--- config.mk ---
export PLATFORM = sky130hd
export DESIGN_NAME = bidir_printer_port
export DESIGN_NICKNAME = d
export VERILOG_FILES = /design/src/hdl/bidir_port_pkg.sv /design/src/hdl/fall_detect.sv /design/src/hdl/bidir_printer_port.sv
export SDC_FILE = /design/constraint.sdc
export NUM_CORES = 1
export LEC_CHECK = 0
export ABC_CLOCK_PERIOD_IN_PS = 1800
export BUFFER_PORTS_ARGS = -buffer_cell sky130_fd_sc_hd__buf_2
export CAP_MARGIN = 20
export CORE_MARGIN = 2
export CORE_UTILIZATION = 50
export DETAILED_ROUTE_END_ITERATION = 6
export GPL_TIMING_DRIVEN = 0
export PLACE_DENSITY = 0.78
export SYNTH_ARGS = -nofsm -noshare
export SYNTH_HDL_FRONTEND = slang
export SYNTH_SLANG_ARGS = --single-unit
--- constraint.sdc ---
create_clock -name core_clk -period 1.8 [get_ports core_clk]
set_input_delay 0.36 -clock core_clk [delete_from_list [all_inputs] [get_ports core_clk]]
set_output_delay 0.36 -clock core_clk [all_outputs]
set_load 0.05 [all_outputs]
--- src/hdl/bidir_port_pkg.sv ---
// Constants shared by the bidirectional printer port block.
package bidir_port_pkg;

  // Register select codes on the two address lines
  localparam logic [1:0] ADDR_DATA_WORD = 2'h0;  // parallel_data_word, read and write
  localparam logic [1:0] ADDR_KEY_STATE = 2'h1;  // direction_key_write / port_state_read
  localparam logic [1:0] ADDR_DRIVE_RB  = 2'h2;  // output_line_drive / output_line_readback

  // Field positions of output_line_drive; all but BIT_FORCE_OUT shared by output_line_readback
  localparam int BIT_LATCH_PULSE = 0;
  localparam int BIT_AUTO_LF     = 1;
  localparam int BIT_RESTART     = 2;
  localparam int BIT_CHOOSE      = 3;
  localparam int BIT_IRQ_ENABLE  = 4;
  localparam int BIT_FORCE_OUT   = 5;

  // Field positions of port_state_read
  localparam int ST_ERROR   = 3;
  localparam int ST_IRQ_N   = 2;
  localparam int ST_ONLINE  = 4;
  localparam int ST_EMPTY   = 5;
  localparam int ST_ACK     = 6;
  localparam int ST_BUSY_N  = 7;

  // Fixed bit values
  localparam logic [1:0] ST_LOW_ONES = 2'h3;    // status bits 1..0
  localparam logic [2:0] RB_HIGH_ONES = 3'h7;   // readback bits 7..5
  localparam logic [7:0] UNMAPPED_READ = 8'hff; // address 11 reads as all ones

  // Key byte that selects input mode when the direction pin is low
  localparam logic [7:0] DIR_KEY_INPUT = 8'haa;

  // Values after reset
  localparam logic [7:0] RST_DATA_WORD = 8'h00;
  localparam logic [7:0] RST_DIR_KEY   = 8'h00;
  localparam logic       RST_LATCH_N   = 1'b1;
  localparam logic       RST_AUTO_LF_N = 1'b1;
  localparam logic       RST_CHOOSE_N  = 1'b1;
  localparam logic       RST_RESTART   = 1'b0;
  localparam logic       RST_IRQ_EN    = 1'b0;
  localparam logic       RST_FORCE_OUT = 1'b0;

endpackage

--- src/hdl/fall_detect.sv ---
// Per-bit falling-edge detector for synchronous active-low levels.
`timescale 1ns/1ps
module fall_detect #(
  parameter int W = 3  // number of watched levels
) (
  input  wire logic         core_clk,  // system clock
  input  wire logic         rst,       // async reset, active high
  input  wire logic [W-1:0] level_in,  // watched levels
  output logic      [W-1:0] fall_out   // high for the cycle a level drops
);

  typedef struct packed {
    logic [W-1:0] prev;
  } fall_state_s;

  fall_state_s st_reg;
  fall_state_s st_next;

  if (W < 1) begin : g_width_check
    $error("fall_detect needs W >= 1");
  end

  // Idle-high reset, so a level already low at release gives an edge on the first cycle
  always_comb begin
    st_next.prev = level_in;
  end

  always_ff @(posedge core_clk or posedge rst) begin
    if (rst) begin
      st_reg <= '{prev: '1};
    end else begin
      st_reg <= st_next;
    end
  end

  generate
    for (genvar i = 0; i < W; i++) begin : g_bit
      assign fall_out[i] = st_reg.prev[i] & ~level_in[i];
    end
  endgenerate

endmodule

--- src/hdl/bidir_printer_port.sv ---
// Register interface and pin logic of a bidirectional parallel printer port.
//
// Contract
// - Status bits 4,5,6 show online, media-empty, acknowledge levels uninverted.
// - Status bit 7 shows the busy input inverted.
// - Status bit 2 reads 0 while an interrupt is pending, else 1.
// - Readback shows the four control pins and irq enable in any direction.
// - Readback bits 0,1,3 are 1 for low pins; bit 2 high restart; bit 4 enable.
// - Readback bits 7 to 5 always read 1.
// - Control write bits 0,1,3 drive pins low when 1; bit 2 drives restart high.
// - Control bit 4 enables or disables the interrupt output.
// - Control bit 5 at 1 forces the data lines to output mode.
// - Direction pin low: only the key byte written selects input mode.
// - Direction pin high with bit 5 at 0 selects input mode, key ignored.
// - Address 00 data, 01 key/status, 10 control/readback.
// - A status read deasserts the interrupt output unless an acknowledge edge falls in the same cycle.
// - Reset floats irq, data lines output zero, strobes high, restart low.
// - Output mode drives written data; input mode reads sample the lines.
// - Each falling acknowledge edge makes an interrupt pending.
// - Status bit 3 shows error uninverted; bits 1 and 0 read 1.
`timescale 1ns/1ps
module bidir_printer_port
  import bidir_port_pkg::*;
#(
  parameter int DATA_W = 8  // width of host and parallel data
) (
  input  wire logic              core_clk,          // 40 MHz system clock
  input  wire logic              rst,               // async reset, active high
  // Host side
  input  wire logic              port_select_n,     // chip select, active low
  input  wire logic [1:0]        addr,              // register select
  input  wire logic              wr_n,              // write strobe, active low
  input  wire logic              rd_n,              // read strobe, active low
  input  wire logic [DATA_W-1:0] host_data_in,      // host data bus, in
  output logic      [DATA_W-1:0] host_data_out,     // host data bus, out
  output logic                   host_data_oe_n,    // host bus drive, low drives
  output logic                   port_irq_out,      // interrupt level, high pending
  output logic                   port_irq_oe_n,     // interrupt drive, low drives
  // Printer side
  input  wire logic [DATA_W-1:0] parallel_data_in,  // data lines, sampled
  output logic      [DATA_W-1:0] parallel_data_out, // data lines, driven value
  output logic                   parallel_data_oe_n,// data lines drive, low drives
  input  wire logic              direction_pin,     // high allows input mode
  input  wire logic              printer_online_in, // online-select input
  input  wire logic              media_empty_in,    // media-empty input
  input  wire logic              ack_n,             // acknowledge input, active low
  input  wire logic              busy_in,           // busy input
  input  wire logic              error_n,           // error input, active low
  output logic                   latch_pulse_n,     // data latch pulse, active low
  output logic                   auto_line_feed_n,  // auto line feed, active low
  output logic                   printer_restart,   // restart line, high level
  output logic                   printer_choose_n   // printer select, active low
);

  ////////////////////////////////////////////////////////////////////////////
  // State

  typedef struct packed {
    logic              latch_n;
    logic              alf_n;
    logic              restart;
    logic              choose_n;
    logic              irq_en;
    logic              force_out;
    logic [7:0]        dir_key;
    logic [DATA_W-1:0] data_word;
    logic              pending;
    logic              irq_val;
    logic              irq_oe_n;
    logic [DATA_W-1:0] pd_out;
    logic              pd_oe_n;
    logic [DATA_W-1:0] host_out;
    logic              host_oe_n;
  } port_state_s;

  localparam port_state_s STATE_RST = '{
    latch_n:   RST_LATCH_N,
    alf_n:     RST_AUTO_LF_N,
    restart:   RST_RESTART,
    choose_n:  RST_CHOOSE_N,
    irq_en:    RST_IRQ_EN,
    force_out: RST_FORCE_OUT,
    dir_key:   RST_DIR_KEY,
    data_word: RST_DATA_WORD,
    pending:   1'b0,
    irq_val:   1'b0,
    irq_oe_n:  1'b1,
    pd_out:    RST_DATA_WORD,
    pd_oe_n:   1'b0,
    host_out:  '0,
    host_oe_n: 1'b1
  };

  port_state_s st_reg;
  port_state_s st_next;

  // Field positions in the package assume one byte on both sides
  if (DATA_W != 8) begin : g_width_check
    $error("bidir_printer_port supports DATA_W == 8 only");
  end

  ////////////////////////////////////////////////////////////////////////////
  // Access and acknowledge edge detection

  logic       rd_active;
  logic       wr_active;
  logic [2:0] falls;
  logic       ack_fall;
  logic       rd_start;
  logic       wr_start;

  assign rd_active = ~port_select_n & ~rd_n;
  assign wr_active = ~port_select_n & ~wr_n;

  // An access is taken once, at the cycle its strobe is first seen low
  fall_detect #(
    .W (3)
  ) u_falls (
    .core_clk (core_clk),
    .rst      (rst),
    .level_in ({ack_n, ~rd_active, ~wr_active}),
    .fall_out (falls)
  );

  assign ack_fall = falls[2];
  assign rd_start = falls[1];
  assign wr_start = falls[0];

  ////////////////////////////////////////////////////////////////////////////
  // Read views

  logic [7:0] status_view;
  logic [7:0] readback_view;
  logic       input_mode;

  always_comb begin
    status_view                 = '0;
    status_view[1:0]            = ST_LOW_ONES;
    status_view[ST_IRQ_N]       = ~st_reg.pending;
    status_view[ST_ERROR]       = error_n;
    status_view[ST_ONLINE]      = printer_online_in;
    status_view[ST_EMPTY]       = media_empty_in;
    status_view[ST_ACK]         = ack_n;
    status_view[ST_BUSY_N]      = ~busy_in;
  end

  // Built from the pin flops, so it reads the same in either direction
  always_comb begin
    readback_view                  = '0;
    readback_view[7:5]             = RB_HIGH_ONES;
    readback_view[BIT_LATCH_PULSE] = ~st_reg.latch_n;
    readback_view[BIT_AUTO_LF]     = ~st_reg.alf_n;
    readback_view[BIT_RESTART]     = st_reg.restart;
    readback_view[BIT_CHOOSE]      = ~st_reg.choose_n;
    readback_view[BIT_IRQ_ENABLE]  = st_reg.irq_en;
  end

  ////////////////////////////////////////////////////////////////////////////
  // Next state

  always_comb begin
    st_next = st_reg;

    // Writes land on the first cycle of the strobe
    if (wr_start) begin
      unique case (addr)
        ADDR_DATA_WORD: begin
          st_next.data_word = host_data_in;
        end
        ADDR_KEY_STATE: begin
          st_next.dir_key = host_data_in;
        end
        ADDR_DRIVE_RB: begin
          st_next.latch_n   = ~host_data_in[BIT_LATCH_PULSE];
          st_next.alf_n     = ~host_data_in[BIT_AUTO_LF];
          st_next.restart   = host_data_in[BIT_RESTART];
          st_next.choose_n  = ~host_data_in[BIT_CHOOSE];
          st_next.irq_en    = host_data_in[BIT_IRQ_ENABLE];
          st_next.force_out = host_data_in[BIT_FORCE_OUT];
        end
        default: begin
          // Address 11 has no write target
        end
      endcase
    end

    // Reads latch their answer once so a status clear cannot alter it mid-read
    if (rd_start) begin
      unique case (addr)
        ADDR_DATA_WORD: begin
          st_next.host_out = input_mode ? parallel_data_in
                                        : st_reg.data_word;
        end
        ADDR_KEY_STATE: begin
          st_next.host_out = status_view;
        end
        ADDR_DRIVE_RB: begin
          st_next.host_out = readback_view;
        end
        default: begin
          st_next.host_out = UNMAPPED_READ;
        end
      endcase
    end
    st_next.host_oe_n = ~rd_active;

    // A new acknowledge edge beats a status-read clear in the same cycle
    if (rd_start && addr == ADDR_KEY_STATE) begin
      st_next.pending = 1'b0;
    end
    if (ack_fall) begin
      st_next.pending = 1'b1;
    end

    // Interrupt pin floats while disabled
    st_next.irq_val  = st_next.pending;
    st_next.irq_oe_n = ~st_next.irq_en;

    // Direction recomputed every cycle from the latest controls
    st_next.pd_out  = st_next.data_word;
    st_next.pd_oe_n = ~(st_next.force_out |
                        (~direction_pin &
                         (st_next.dir_key != DIR_KEY_INPUT)));
  end

  // Input mode is the inverse of the registered drive enable
  assign input_mode = st_reg.pd_oe_n;

  ////////////////////////////////////////////////////////////////////////////
  // Registers

  always_ff @(posedge core_clk or posedge rst) begin
    if (rst) begin
      st_reg <= STATE_RST;
    end else begin
      st_reg <= st_next;
    end
  end

  ////////////////////////////////////////////////////////////////////////////
  // Outputs, all straight from flops

  assign host_data_out      = st_reg.host_out;
  assign host_data_oe_n     = st_reg.host_oe_n;
  assign port_irq_out       = st_reg.irq_val;
  assign port_irq_oe_n      = st_reg.irq_oe_n;
  assign parallel_data_out  = st_reg.pd_out;
  assign parallel_data_oe_n = st_reg.pd_oe_n;
  assign latch_pulse_n      = st_reg.latch_n;
  assign auto_line_feed_n   = st_reg.alf_n;
  assign printer_restart    = st_reg.restart;
  assign printer_choose_n   = st_reg.choose_n;

endmodule

Yosys cells after proc, flatten, opt, wreduce, memory -nomap -nowiden

Cells that the tools add are included.

Bits in registers: 37
Input bits: 29
Output and inout port bits: 24
Logic and storage cells: 54

Muxes and demuxes: 8
Equal/unequal tests: 3
Reduce and logical (&&, ||, !) cells: 5
Bitwise gates (word level): 24

Operators with widths:

| cell                 | number |
|---|---|
| $mux W8              | 3 |
| $pmux W8 S3          | 1 |
| $mux W18             | 1 |
| $not A1 Y1           | 17 |
| $ne A8 B8 Y1 const B | 1 |
| $and A1 B1 Y1        | 6 |
| $reduce_and A2 Y1    | 2 |
| $eq A2 B1 Y1 const B | 1 |
| $eq A2 B2 Y1 const B | 1 |
| $logic_not A2 Y1     | 1 |
| $mux W1              | 2 |
| $mux W2              | 1 |
| $reduce_bool A2 Y1   | 1 |
| $logic_and A1 B1 Y1  | 1 |
| $or A1 B1 Y1         | 1 |

Logic depth before layout (Yosys ltp)

Depth in word-level cells: 8
Depth in mapped cells: 4
Depth with buffers taken out: 3

Cells and area by module

Synthesis repeated with hierarchy kept, for this count alone.

Cells, all modules: 144
Area total of the unflattened synthesis: 1,804.2 sq um

Modules (own cells, without submodules):

| module             | area an instance (sq um) | cells each | instances | seq. area each (sq um) |
|---|---|---|---|---|
| bidir_printer_port | 1,680.4                  | 137        | 1         | 857.1 |
| fall_detect        | 123.9                    | 7          | 1         | 78.8 |

Worst setup path after synthesis

Ideal clock, no wire load.

Kind: register -> register
Start: register u_falls.st_reg[1] in the netlist's numbering
End: register st_reg (netlist bit host_data_out[3])
Path buffers: 1
Setup time: 110 ps
Required time: 1,690 ps
Slack: 184 ps
Arrival time: 1,506 ps
Stages on the path, launching flop included: 4
Clock period less this slack: 1,616 ps
Path through: dfstp_2 > or3b_1 > buf_2 > o41ai_1

Word-level cells in the longest chain between the ends: 1

RTL lines:

| what                     | line                      | text |
|---|---|---|
| start: declaration       | fall_detect.sv:16         | `fall_state_s st_reg;` |
| start signal: assignment | fall_detect.sv:30         | `st_reg <= '{prev: '1};` |
| start signal: assignment | fall_detect.sv:32         | `st_reg <= st_next;` |
| $and A1 B1 Y1            | fall_detect.sv:38         | `assign fall_out[i] = st_reg.prev[i] & ~level_in[i];` |
| end signal: assignment   | bidir_printer_port.sv:236 | `st_reg <= st_next;` |
| end: declaration         | bidir_printer_port.sv:94  | `port_state_s st_reg;` |

No other way between the ends.
A chain may end at the register's enable or synchronous reset.

==> metrics.md <==
| Metric | Value |
|---|---|
| Total power per unit cell area | 1150 nW/um^2 |
| First-pass GRT wire length | 6.27 mm |
| Max-slew violation count | 0 |
| Final hold vios | 0 |
| Status | finished clean |
| R2R Setup Slk | 0.17 ns |
| Post_cts resized | 0 |
| Post-synth top area share | 41.5% |
| Async S/R FF share, synth | 100% |
| Post-synth net total | 179 |
| Area Overhead vs Synth | 23.3% |
| Pleak | 1.02 nW |
| Setup violations, final | 0 |
| Met3 Use GR | about 6.6% |
| Vias in the first global route | 1317 |
| Average wire per standard cell | 14.4 um |
| Period utilization | roughly nine tenths |
| Area contributors post-synth | dfrtp_1 (42%), mux2_2 (15%), dfstp_2 (11%), buf_4 (6.9%), o21ai_0 (3.7%) |
| Post-DP HPWL | 2.93 mm |
| Routability cong. | 0.825 |
| Num CTS Buffers | 5 |
| Remaining DRCs | 0 |
| Arr. time, crit path | 1.87 ns |
| Cell variety after synth | 29 |
| Diodes inserted | 0 |
| Clock latency on the worst-skew pair | 0.35 ns |
| Total track usage | 20.9% |
| # rows | 21 |
| Die width | 63.1 um |
| Seq/Total Area, Yosys | a little over half |
| Setup crit end | readback_view[4]$_DFF_PP0_ |
| Port Buf Inserts | 52 |
| CP Launch Point | u_falls.st_reg[0]$_DFF_PP1_ |
| Hold_buf cts | 0 |
| Crit path max-delay cell type | dfstp_2 |
| Most used routing layer | met2 |
| WP data required | around 2.0 ns |
| Fillcell total | approximately 290 |
| Cells after synthesis | 150 |
| Worst slew pin tran | 0.587 ns |
| Crit. End Element | flop |
| Initial Util | 52.4% |
| Max Clk Rate | 0.614 GHz |
| Max reg flops | 9 |
| Post-CTS Setup Inserts | 0 |
| RSZ-0062 raised after global routing | false |
| Die ar. | 3980 um^2 |
| Remaining Overflow, GRT | 0 |
| RR Endpoint | readback_view[4]$_DFF_PP0_ |
| Reg2Reg Depth | 3 |
| Max stage delay on crit path | 0.54 ns |
| Critical-path cell list | nor3b_2, nand2_1, mux2_2 |
| DRT iter0 DRCs | between 50 and 60 |
| Via Count | 1300 |
| Avg Cell Area, Syn | 11.7 um^2 |
| Final Util | between 60 and 70% |
| GR Layer Usage met2 | 34.4% |
| Share of cells above drive strength 1 | 55.0% |
| CP Launch Type | flop |
| Skew final | between 0.01 and 0.015 ns |
| Top-count cell post-synth | dfrtp_1 |
| Largest net degree at the start of global routing | 25 |
| Clock root buffer | clkbuf_4 |
| EDFF count, synth | 0 |
| Setup TNS | 0 ns |
| Min cycle time layout | 1.63 ns |
| I/O pin count | between 50 and 60 |
| CORE AREA | 3340 um^2 |
| Post-synth top area cell | dfrtp_1 |
| CP Class | flop to flop |
| #FFs+latches synth | 36 |
| Top cells by count, synth | dfrtp_1 (29), mux2_2 (23), buf_4 (16), o21ai_0 (13), nor2_1 (9) |
| Synth Warn # | 0 |
| CTS tree | yes |
| WL final | ~3.7 mm |
| R2R Path Start | u_falls.st_reg[0]$_DFF_PP1_ |
| Drt first pass iters | 4 |
| Post-DR vias/cell | 5.06 |
| Sink Count | 36 |
| Die Ht | about 63 um |
| Cell area after synthesis | 1750 um^2 |
| Final ANT Viol Nets | 0 |
| Crit path max fanout | 6 |
| H-tree levels | 2 |
| VDD IR max | 0.583 mV |
| GR Layer Usage met1 | approximately a quarter |
| Hold Path Class | primary input to async pin |
| Top_reg_cell synth | dfrtp_1 |
| Slew headroom | 60.8% |
| Initial antenna violation count | 0 |
| CTS max path bufs | 2 |
| Clock Pin Slew Worst Setup and Hold Paths | 0.11 ns |
| Max_cap viols | 0 |
| Nets@finish | between 200 and 250 |
[routing by layer]
metal  wire length, um  vias to the layer above  share of wire (%)
met3               217                        5                5.9
met5                 0                        -                  0
met1              1550                      620                 42
met4                57                        0                1.5
li1                  -                      636                  -
met2              1880                       39                 51
[final cells by class]
cell class,instances,area (um^2),area share (%)
Multi-Input combinational cell,92,691,32.1
Timing Repair Buffer,53,288,13.4
Tap cell,46,57.6,2.67
Buffer,20,140,6.50
Inverter,2,7.51,0.348
Clock buffer,6,51.3,2.38
Clock inverter,2,10.0,0.465
Sequential cell,36,910,42.2
[worst min-delay path by stage]
| stage | to | cells past startpoint |
|---|---|---|
| 3_3_place_gp | port_irq_oe_n$_DFF_PP1_ | 1 |
| 2_1_floorplan | u_falls.st_reg[2]$_DFF_PP1_ | 0 |
| 4_1_cts | st_reg[29]$_DFF_PP0_ | 2 |
| 6_report | st_reg[32]$_DFF_PP0_ | 2 |
| 5_1_grt | st_reg[29]$_DFF_PP0_ | 2 |
| 3_5_place_dp | st_reg[34]$_DFF_PP0_ | 2 |
[critical path, delay by kind of cell (launching register included)]
| family | cells | cell delay, ns |
|---|---|---|
| flops | 1 | 0.54 |
| mux | 1 | 0.34 |
| simple gates | 2 | 0.64 |
[through the flow]
stage,std cells,setup WS [ns],area (um^2),hold WS (ns),total power [W]
after CTS,257,0.174,2150,0.0435,0.00250
after detailed placement,249,0.193,2090,0.438,0.00204
after global routing,257,0.108,2150,0.0572,0.00261
after global placement,248,0.227,2070,0.449,0.00200
after floorplan,150,0.184,1750,0.364,0.00181
final,257,0.171,2150,0.0427,0.00247
[power breakdown]
group,leakage [nW],switching (W),internal (W)
logic,0.572,0.000583,0.000349
registers,0.413,0.0000983,0.000985
clock network,0.0380,0.000267,0.000186
total,1.02,0.000949,0.00152
[cell usage in the layout, fill, tap and decap left out]
| cell | netlist | final |
|---|---|---|
| nor3b_2 | 1 | 1 |
| a221o_1 | 1 | 1 |
| dfrtp_1 | 29 | 29 |
| o311a_1 | 1 | 1 |
| buf_16 | 0 | 1 |
| clkbuf_8 | 0 | 1 |
| mux2i_1 | 4 | 4 |
| a211oi_1 | 1 | 1 |
| a21oi_1 | 5 | 5 |
| and2_1 | 1 | 1 |
| buf_4 | 16 | 16 |
| nand2_1 | 8 | 8 |
| o41ai_1 | 1 | 1 |
| nand2_2 | 2 | 2 |
| nor2_1 | 9 | 9 |
| clkbuf_4 | 0 | 5 |
| inv_1 | 2 | 2 |
| mux2_2 | 23 | 23 |
| nor2b_1 | 4 | 4 |
| o31ai_1 | 1 | 1 |
| buf_2 | 4 | 56 |
| nor3b_1 | 2 | 2 |
| o21ai_0 | 13 | 13 |
| or2_2 | 2 | 2 |
| nand3_1 | 1 | 1 |
| nand2b_1 | 2 | 2 |
| or3b_1 | 2 | 2 |
| or4bb_1 | 4 | 4 |
| dfstp_2 | 7 | 7 |
| clkinv_2 | 0 | 2 |
| nor4_1 | 1 | 1 |
| o22ai_1 | 1 | 1 |
| a2111oi_0 | 2 | 2 |
[logic make-up (layout without fill, tap and decap cells)]
logic type / after synthesis / count (layout) / share of synthesized area, %
buf+inv: 22 / 83 / 8.45
simple gates: 39 / 39 / 13.4
compound gates: 26 / 26 / 9.02
flops: 36 / 36 / 52.0
mux: 27 / 27 / 17.1
(Power assumes the default switching activity.)
